<file path="src/rtl/ucx_pkg.sv">
// Constants shared by the serial controller design.
package ucx_pkg;
    localparam int UCX_DATA_W      = 8;
    localparam int UCX_FIFO_DEPTH  = 32;
    localparam int UCX_BIT_TICKS   = 16;
    localparam int UCX_TBE_TICK    = 4;
    localparam int UCX_SDO_TICK    = 5;
    localparam int UCX_CHAIN_TICK  = 15;
    localparam int UCX_FLAG_TICK   = 11;
    localparam int UCX_SAMPLE_TICK = 8;
    localparam int UCX_BSR_CO_SEL  = 7;
    localparam int UCX_BSR_EXT     = 6;
    localparam int UCX_ST_DR       = 7;
    localparam int UCX_ST_TBE      = 6;
    localparam int UCX_ST_TC       = 5;
    localparam int UCX_ST_MS       = 4;
    localparam int UCX_ST_BRK      = 3;
    localparam int UCX_ST_FE       = 2;
    localparam int UCX_ST_PE       = 1;
    localparam int UCX_ST_OE       = 0;
    localparam logic [7:0] UCX_BSR_RST = 8'h00;
    typedef enum logic [1:0] {TX_IDLE, TX_ARM, TX_RUN} ucx_tx_st_t;
    typedef enum logic [1:0] {RX_IDLE, RX_RUN, RX_WAIT} ucx_rx_st_t;
endpackage : ucx_pkg

</file>
<file path="src/rtl/ucx_uart.sv">
// Serial controller: baud generator, transmitter, receiver, status and modem lines.
`timescale 1ns/1ns

module ucx_fifo #(
    parameter int W = 8,
    parameter int D = 32
) (
    input  wire logic         i_mclk,      // System clock.
    input  wire logic         i_rst_n,     // Synchronous reset, active low.
    input  wire logic         i_in_valid,  // Write request.
    output logic              o_in_ready,  // Room for a word.
    input  wire logic [W-1:0] i_in_data,   // Word written.
    output logic              o_out_valid, // Word available.
    input  wire logic         i_out_ready, // Word taken.
    output logic [W-1:0]      o_out_data   // Oldest word.
);
    localparam int AW = $clog2(D);
    logic [W-1:0] mem [D];
    logic [AW:0]  wr_ptr_ff;
    logic [AW:0]  rd_ptr_ff;
    logic         push;
    logic         pop;

    assign o_in_ready  = (wr_ptr_ff - rd_ptr_ff) != (AW+1)'(D);
    assign o_out_valid = wr_ptr_ff != rd_ptr_ff;
    assign o_out_data  = mem[rd_ptr_ff[AW-1:0]];
    assign push        = i_in_valid && o_in_ready;
    assign pop         = o_out_valid && i_out_ready;

    always_ff @(posedge i_mclk)
    begin
        if (push)
        begin
            mem[wr_ptr_ff[AW-1:0]] <= i_in_data;
        end
    end

    always_ff @(posedge i_mclk)
    begin
        if (!i_rst_n)
        begin
            wr_ptr_ff <= '0;
            rd_ptr_ff <= '0;
        end
        else
        begin
            wr_ptr_ff <= wr_ptr_ff + (AW+1)'(push);
            rd_ptr_ff <= rd_ptr_ff + (AW+1)'(pop);
        end
    end
endmodule : ucx_fifo

module ucx_uart
    import ucx_pkg::*;
(
    input  wire logic       i_mclk,         // System clock, 25 MHz.
    input  wire logic       i_rst_n,        // Synchronous reset, active low.
    input  wire logic       i_wr_baud,      // Baud select write pulse.
    input  wire logic [7:0] i_baud_data,    // Baud select value.
    input  wire logic       i_wr_modem,     // Modem control write pulse.
    input  wire logic [1:0] i_modem_data,   // Bit 0 RTS, bit 1 DTR, 1 means active.
    input  wire logic       i_parity_en,    // Parity bit present.
    input  wire logic       i_parity_odd,   // Odd parity when set.
    input  wire logic       i_interrupt_enable_bit,        // General interrupt enable.
    input  wire logic       i_modem_interrupt_enable_bit,         // Modem interrupt enable.
    input  wire logic       i_tx_valid,     // Character offered for sending.
    output logic            o_tx_ready,     // Transmit queue has room.
    input  wire logic [7:0] i_tx_data,      // Character to send.
    input  wire logic       i_rd_rx,        // Receive buffer read pulse.
    input  wire logic       i_rd_status,    // Status read pulse.
    input  wire logic       i_serial_in,    // Serial input line.
    input  wire logic       i_cts_n,        // Clear to send, active low.
    input  wire logic       i_dsr_n,        // Data set ready, active low.
    output logic            o_serial_out,   // Serial output line.
    output logic            o_rts_n,        // Request to send, active low.
    output logic            o_dtr_n,        // Data terminal ready, active low.
    output logic            o_clock_output, // Clock output pin.
    output logic [7:0]      o_rx_buffer,    // Last received character.
    output logic [7:0]      o_status,       // Status register.
    output logic            o_tx_buffer_empty, // Holding buffer empty.
    output logic            o_rx_data_ready,   // Received character waiting.
    output logic            o_interrupt_request // Interrupt request.
);
    logic [7:0] bsr_ff;
    logic [6:0] div_cnt_ff;
    logic [6:0] div_n;
    logic       tick;
    logic       bclk_ff;
    logic       fifo_valid;
    logic [7:0] fifo_data;
    logic       load_hold;
    logic [7:0] hold_ff;
    logic       hold_full_ff;
    ucx_tx_st_t tx_st_ff;
    logic [2:0] arm_cnt_ff;
    logic [4:0] tx_sub_ff;
    logic [3:0] tx_bit_ff;
    logic [10:0] tx_shift_ff;
    logic       chain_ff;
    logic       serial_out_ff;
    logic [3:0] last_idx;
    logic       tx_last_tick;
    logic       tx_move;
    logic [10:0] frame;
    ucx_rx_st_t rx_st_ff;
    logic [4:0] rx_sub_ff;
    logic [3:0] rx_bit_ff;
    logic [9:0] rx_shift_ff;
    logic       rx_done;
    logic [7:0] rx_word;
    logic       dr_ff;
    logic       tc_ff;
    logic       ms_ff;
    logic       oe_ff;
    logic       fe_ff;
    logic       pe_ff;
    logic       brk_ff;
    logic       cts_prev_ff;
    logic       dsr_prev_ff;
    logic       rts_n_ff;
    logic       dtr_n_ff;
    logic       modem_chg;

    assign div_n = bsr_ff[UCX_BSR_EXT] ? 7'h01 : {1'b0, bsr_ff[5:0]} + 7'h01;
    // A shorter divisor written mid-count must not let the counter run past it.
    assign tick  = div_cnt_ff >= div_n - 7'h01;

    always_ff @(posedge i_mclk)
    begin
        if (!i_rst_n)
        begin
            bsr_ff     <= UCX_BSR_RST;
            div_cnt_ff <= '0;
            bclk_ff    <= 1'b0;
        end
        else
        begin
            if (i_wr_baud)
            begin
                bsr_ff <= i_baud_data;
            end
            div_cnt_ff <= tick ? 7'h00 : div_cnt_ff + 7'h01;
            bclk_ff    <= tick || (div_cnt_ff + 7'h01 < (div_n >> 1));
        end
    end

    // Divide-by-one mirrors the input clock itself.
    assign o_clock_output = (!bsr_ff[UCX_BSR_CO_SEL] || bsr_ff[UCX_BSR_EXT]) ?
                            i_mclk : bclk_ff;

    ucx_fifo #(.W(UCX_DATA_W), .D(UCX_FIFO_DEPTH)) u_txq (
        .i_mclk      (i_mclk),
        .i_rst_n     (i_rst_n),
        .i_in_valid  (i_tx_valid),
        .o_in_ready  (o_tx_ready),
        .i_in_data   (i_tx_data),
        .o_out_valid (fifo_valid),
        .i_out_ready (!hold_full_ff),
        .o_out_data  (fifo_data)
    );

    assign load_hold    = fifo_valid && !hold_full_ff;
    assign last_idx     = i_parity_en ? 4'd10 : 4'd9;
    assign tx_last_tick = tx_st_ff == TX_RUN && tick && tx_bit_ff == last_idx;
    assign tx_move      = (tx_st_ff == TX_ARM && tick && arm_cnt_ff == 3'(UCX_TBE_TICK - 1))
                       || (tx_last_tick && tx_sub_ff == 5'(UCX_CHAIN_TICK - 1)
                           && hold_full_ff && !i_cts_n);
    assign frame = {1'b1, i_parity_en ? (^hold_ff ^ i_parity_odd) : 1'b1, hold_ff, 1'b0};

    always_ff @(posedge i_mclk)
    begin
        if (!i_rst_n)
        begin
            hold_full_ff <= 1'b0;
            hold_ff      <= '0;
        end
        else if (load_hold)
        begin
            hold_full_ff <= 1'b1;
            hold_ff      <= fifo_data;
        end
        else if (tx_move)
        begin
            hold_full_ff <= 1'b0;
        end
    end

    always_ff @(posedge i_mclk)
    begin
        if (!i_rst_n)
        begin
            tx_st_ff      <= TX_IDLE;
            arm_cnt_ff    <= '0;
            tx_sub_ff     <= '0;
            tx_bit_ff     <= '0;
            tx_shift_ff   <= '1;
            chain_ff      <= 1'b0;
            serial_out_ff <= 1'b1;
        end
        else
        begin
            if (tx_move)
            begin
                tx_shift_ff <= frame;
            end
            unique case (tx_st_ff)
                TX_IDLE:
                begin
                    arm_cnt_ff <= '0;
                    if (hold_full_ff && !i_cts_n)
                    begin
                        tx_st_ff <= TX_ARM;
                    end
                end
                TX_ARM:
                begin
                    if (tick)
                    begin
                        arm_cnt_ff <= arm_cnt_ff + 3'd1;
                        if (arm_cnt_ff == 3'(UCX_SDO_TICK - 1))
                        begin
                            tx_st_ff      <= TX_RUN;
                            tx_sub_ff     <= '0;
                            tx_bit_ff     <= '0;
                            serial_out_ff <= tx_shift_ff[0];
                        end
                    end
                end
                TX_RUN:
                begin
                    if (tx_move)
                    begin
                        chain_ff <= 1'b1;
                    end
                    if (tick)
                    begin
                        tx_sub_ff <= tx_sub_ff + 5'd1;
                        if (tx_sub_ff == 5'(UCX_BIT_TICKS - 1))
                        begin
                            tx_sub_ff <= '0;
                            tx_bit_ff <= tx_bit_ff + 4'd1;
                            if (tx_bit_ff != last_idx)
                            begin
                                tx_shift_ff   <= {1'b1, tx_shift_ff[10:1]};
                                serial_out_ff <= tx_shift_ff[1];
                            end
                            else if (chain_ff)
                            begin
                                chain_ff      <= 1'b0;
                                tx_bit_ff     <= '0;
                                serial_out_ff <= tx_shift_ff[0];
                            end
                            else
                            begin
                                tx_st_ff <= TX_IDLE;
                            end
                        end
                    end
                end
            endcase
        end
    end

    assign o_serial_out      = serial_out_ff;
    assign o_tx_buffer_empty = !hold_full_ff;

    assign rx_done = rx_st_ff == RX_RUN && tick && rx_bit_ff == last_idx
                     && rx_sub_ff == 5'(UCX_FLAG_TICK - 1);
    assign rx_word = i_parity_en ? rx_shift_ff[7:0] : rx_shift_ff[8:1];

    always_ff @(posedge i_mclk)
    begin
        if (!i_rst_n)
        begin
            rx_st_ff    <= RX_IDLE;
            rx_sub_ff   <= '0;
            rx_bit_ff   <= '0;
            rx_shift_ff <= '0;
        end
        else
        begin
            unique case (rx_st_ff)
                RX_IDLE:
                begin
                    rx_sub_ff <= '0;
                    rx_bit_ff <= '0;
                    if (!i_serial_in)
                    begin
                        rx_st_ff <= RX_RUN;
                    end
                end
                RX_RUN:
                begin
                    if (tick)
                    begin
                        rx_sub_ff <= rx_sub_ff + 5'd1;
                        if (rx_sub_ff == 5'(UCX_SAMPLE_TICK - 1))
                        begin
                            if (rx_bit_ff == 4'd0 && i_serial_in)
                            begin
                                rx_st_ff <= RX_IDLE;
                            end
                            else if (rx_bit_ff != 4'd0)
                            begin
                                rx_shift_ff <= {i_serial_in, rx_shift_ff[9:1]};
                            end
                        end
                        if (rx_done)
                        begin
                            rx_st_ff <= RX_WAIT;
                        end
                        else if (rx_sub_ff == 5'(UCX_BIT_TICKS - 1))
                        begin
                            rx_sub_ff <= '0;
                            rx_bit_ff <= rx_bit_ff + 4'd1;
                        end
                    end
                end
                RX_WAIT:
                begin
                    if (i_serial_in)
                    begin
                        rx_st_ff <= RX_IDLE;
                    end
                end
                default:
                begin
                    rx_st_ff <= RX_IDLE;
                end
            endcase
        end
    end

    // Flags: a setting event wins over a clearing read in the same cycle.
    always_ff @(posedge i_mclk)
    begin
        if (!i_rst_n)
        begin
            dr_ff       <= 1'b0;
            o_rx_buffer <= '0;
            oe_ff       <= 1'b0;
            fe_ff       <= 1'b0;
            pe_ff       <= 1'b0;
            brk_ff      <= 1'b0;
        end
        else if (rx_done)
        begin
            dr_ff       <= 1'b1;
            o_rx_buffer <= rx_word;
            oe_ff       <= dr_ff && !i_rd_rx;
            fe_ff       <= !rx_shift_ff[9];
            pe_ff       <= i_parity_en && ((^rx_shift_ff[8:0]) != i_parity_odd);
            brk_ff      <= rx_shift_ff == 10'h000;
        end
        else
        begin
            dr_ff <= dr_ff && !i_rd_rx;
            if (i_rd_status)
            begin
                oe_ff  <= 1'b0;
                fe_ff  <= 1'b0;
                pe_ff  <= 1'b0;
                brk_ff <= 1'b0;
            end
        end
    end

    assign modem_chg = (i_cts_n != cts_prev_ff) || (i_dsr_n != dsr_prev_ff);

    always_ff @(posedge i_mclk)
    begin
        if (!i_rst_n)
        begin
            tc_ff       <= 1'b0;
            ms_ff       <= 1'b0;
            cts_prev_ff <= 1'b1;
            dsr_prev_ff <= 1'b1;
        end
        else
        begin
            cts_prev_ff <= i_cts_n;
            dsr_prev_ff <= i_dsr_n;
            if (tx_last_tick && tx_sub_ff == 5'(UCX_FLAG_TICK - 1) && !hold_full_ff)
            begin
                tc_ff <= 1'b1;
            end
            else if (i_rd_status)
            begin
                tc_ff <= 1'b0;
            end
            if (modem_chg)
            begin
                ms_ff <= 1'b1;
            end
            else if (i_rd_status)
            begin
                ms_ff <= 1'b0;
            end
        end
    end

    always_ff @(posedge i_mclk)
    begin
        if (!i_rst_n)
        begin
            rts_n_ff <= 1'b1;
            dtr_n_ff <= 1'b1;
        end
        else if (i_wr_modem)
        begin
            rts_n_ff <= !i_modem_data[0];
            dtr_n_ff <= !i_modem_data[1];
        end
    end

    assign o_rts_n         = rts_n_ff;
    assign o_dtr_n         = dtr_n_ff;
    assign o_rx_data_ready = dr_ff;
    assign o_status = {dr_ff, !hold_full_ff, tc_ff, ms_ff, brk_ff, fe_ff, pe_ff, oe_ff};
    assign o_interrupt_request = (i_interrupt_enable_bit && (tc_ff || dr_ff || oe_ff || fe_ff || pe_ff || brk_ff))
                              || (i_interrupt_enable_bit && i_modem_interrupt_enable_bit && ms_ff);
endmodule : ucx_uart

</file>
<file path="config.mk">
export PLATFORM = sky130hd
export DESIGN_NAME = ucx_uart
export DESIGN_NICKNAME = d
export VERILOG_FILES = /design/src/rtl/ucx_pkg.sv /design/src/rtl/ucx_uart.sv
export SDC_FILE = /design/constraint.sdc
export NUM_CORES = 1
export LEC_CHECK = 0
export BUFFER_PORTS_ARGS = -buffer_cell sky130_fd_sc_hd__buf_2
export CAP_MARGIN = 20
export CORE_ASPECT_RATIO = 1.4
export CORE_MARGIN = 2
export CORE_UTILIZATION = 45
export DETAILED_ROUTE_END_ITERATION = 10
export PLACE_DENSITY = 0.59
export REMOVE_ABC_BUFFERS = 1
export SLEW_MARGIN = 20
export SYNTH_ARGS = -nofsm -noshare
export SYNTH_HDL_FRONTEND = slang
export SYNTH_HIERARCHICAL = 1
export SYNTH_SLANG_ARGS = --single-unit
</file>
<file path="constraint.sdc">
create_clock -name i_mclk -period 8.5 [get_ports i_mclk]
set_input_delay 2.55 -clock i_mclk [delete_from_list [all_inputs] [get_ports i_mclk]]
set_output_delay 2.55 -clock i_mclk [all_outputs]
set_load 0.005 [all_outputs]
</file>
==> results.md <==
* Status: finished, final reports clean
* Top cell type's share of synthesized area at 48.8%
* Area of the multi-input gates at 0.00545 mm²
* CP Capture Type: primary output
* Startpoint type of the worst setup path: clock port
* Proportion of layout cells with a drive suffix above 1 at 12.8%
* Diode count at 0
* Filler cells at 3027
* Kind of critical path: clk -> out
* Clk_skew at 0.00956 ns
* Starting Density at 45.4%
* Initial antenna violation count at 0
* Max_slew headroom at 32.3%
* Post-Place Setup Slack at 1.28 ns
* Sw Share at between 20% and 30%
* Drt pass-1 iters at 5
* Fin worst setup slack at ~1.0 ns
* Critical path arrival at 4.94 ns
* Iter 0 DRT Violations at 701
* Reg area at 0.00977 mm²
* # rows at 81
* R2R cell count at 14
* Final HPWL DP at between 20000 and 25000 µm
* Power density cells at 261 mW/mm²
* Final nets at 1326
* Peak supply drop at approximately 0.16 mV
* Worst Setup SP: i_mclk
* Routed Wire Length at approximately 34000 µm
* Final instance area at around 0.018 mm²
* Area delta synth->final at 12.2%
* Setup TNS Final at 0 ns
* Most common cell in the synthesized netlist: edfxtp_1
* Area of the mapped netlist at ~0.016 mm²
* # Max-Cap Violations at 0
* Clock Power Share at between 30% and 40%
* PortBufs at 55
* DRC viols at 0
* Worst setup endpoint: o_clock_output
* Setup Fix Bufs, Post-CTS at 0
* Psw at 1250 µW
* Chip Width at about 160 µm
* Top area cells in the synthesized netlist: edfxtp_1, dfxtp_1, mux2i_1
* Reg2reg start: bsr_ff[0]$_SDFFE_PN0P_
* Area leader, netlist: edfxtp_1
* Worst slew pin tran at 1.02 ns
* Ys async rst share at 0%
* Worst hold path type: reg -> reg
* Grt ovf at 0
* Hold depth at 1
* EDFF count, synth at approximately 260
* Syn avg cell area at 13.0 µm²
* Lkg Pwr at approximately 0.0062 µW
* Vias in the first global route at 9614
* Cell Int Power at about 3400 µW
* Die area at 0.0365 mm²
* Synthesis-stage register bit count at 360
* Reg clk slew, reported paths at 0.06 ns
* Antenna-violating nets left at 0
* Sequential share of the synthesized area at a little over 60%
* GRT Total Usage at about a fifth
* Hold Crit Start: tx_shift_ff[10]$_SDFF_PN1_
* Placed cell area at 0.0163 mm²
* Comb pwr share at about 18%
* Core area at 0.0347 mm²
* Flop pwr share at 44.0%
* Reg2reg end: o_rx_buffer[5]$_SDFFE_PN0P_
* Placer Congestion at 0.816
* Worst Path Required at 5.95 ns
* Hold Fails Final Rpt at 0
* YS warnings at 6
* Final setup viols at 0
* Via count at ~9500
* Total power at 4610 µW
* TritonCTS clock tree: built
* RSZ-0062 raised after global routing: false
* Die H at approximately 230 µm
* Count of cell types in the netlist at 65
* Top Ports at 56
* Via density at between 5 and 6
* Cells after Synth at 1206
* Top FF cell, synth: edfxtp_1
* Pin count of the biggest net entering global routing at between 50 and 60
* First-pass GRT wire length at 52900 µm
* Post-cts resize count at 0
* Wire per inst at slightly below 20 µm
* Worst-path fanout max at 2
* Clock Latency Late Sink at 0.64 ns
* Max-slew violation count at 0
* Top cells by count, synth: edfxtp_1, dfxtp_1, nand2_1, nor2_1, mux2i_1
* Worst R2R Setup Slack at 4.95 ns
* Number of hold buffers added after cts at 0
-- power by group through the flow --
stage | Clock (µW) | Combinational [µW] | Sequential [µW]
floorplan | 8.31 | 593 | 2090
global placement | 11.6 | 845 | 2070
detailed placement | 11.6 | 852 | 2070
CTS | 1780 | 854 | 2030
global route | 1850 | 924 | 2040
finish | 1740 | 845 | 2030
-- worst min-delay path by stage --
stage,end,slack [ns]
2_1_floorplan,tx_shift_ff[10]$_SDFF_PN1_,0.41
3_3_place_gp,tx_shift_ff[10]$_SDFF_PN1_,0.43
5_1_grt,tx_shift_ff[10]$_SDFF_PN1_,0.47
4_1_cts,rx_sub_ff[4]$_SDFFE_PN0P_,0.46
3_5_place_dp,tx_shift_ff[10]$_SDFF_PN1_,0.44
6_report,tx_shift_ff[10]$_SDFF_PN1_,0.45
-- area by class of cell --
class	instances	share of cell area, %
Sequential cell	360	55.3
Multi-Input combinational cell	738	30.9
Clock buffer	59	6.91
Tap cell	456	3.23
Timing Repair Buffer	65	2.00
Inverter	47	0.999
Clock inverter	13	0.659
-- kinds of logic after synthesis --
logic type | count (synthesis) | share of synthesized area (%)
multiplexers | 128 | 10.9
buffers and inverters | 108 | 3.32
flip-flops | 360 | 62.1
adder cells (fa/ha/maj) | 41 | 3.24
AND/OR/NAND/NOR | 353 | 10.8
AO/OA/AOI/OAI | 176 | 7.34
XOR/XNOR | 40 | 2.31
-- sequential cells by signal, indices dropped and copies added (netlist names), 5 cells and up --
name / cells
bsr_ff: 8
div_cnt_ff: 7
hold_ff: 8
o_rx_buffer: 8
rx_shift_ff: 10
rx_sub_ff: 5
tx_shift_ff: 11
tx_sub_ff: 5
u_txq/mem: 256
u_txq/rd_ptr_ff: 6
u_txq/wr_ptr_ff: 6
-- cells in the final DEF, fill, tap and decap left out, types with 3 or more instances in the layout --
master / count
edfxtp_1: 256
nand3_1: 46
o21ai_1: 3
a221oi_1: 16
a21oi_1: 62
nand2_1: 103
mux4_2: 22
clkinv_2: 8
mux2i_1: 94
nand4_1: 12
clkbuf_1: 8
dfxtp_1: 103
o21ai_0: 26
xnor2_1: 28
xor2_1: 11
nand3b_1: 8
and3_1: 14
nor3_1: 7
ha_1: 40
a21boi_0: 3
nor2_1: 103
nand2b_1: 11
nor2b_1: 10
inv_1: 45
clkbuf_8: 4
nor3b_1: 6
buf_2: 55
clkbuf_16: 45
buf_4: 11
a21o_1: 6
a31oi_1: 7
a22oi_1: 17
and2_1: 16
a211oi_1: 11
a22o_1: 8
mux4_1: 10
-- metal layers --
metal	global-route usage [%]	wire, µm
met3	3.53	1350
met2	33.6	17500
met5	0	0
met1	22.2	13700
met4	8.28	1230
-- per-stage QoR --
| stage | instances | util (%) | hold slack [ns] |
|---|---|---|---|
| global placement | 1667 | 47.1 | 0.430 |
| global route | 1738 | 51.0 | 0.472 |
| finish | 1738 | 51.0 | 0.455 |
| detailed placement | 1667 | 47.1 | 0.438 |
| floorplan | 1145 | - | 0.415 |
| CTS | 1738 | 51.0 | 0.456 |
-- critical path: stages --
cell       delay (ns)
clkbuf_16        0.12
clkbuf_16        0.13
a21boi_0         0.11
a31o_2           0.21
buf_2            0.12
No activity file was read; power rests on OpenSTA's default activity.
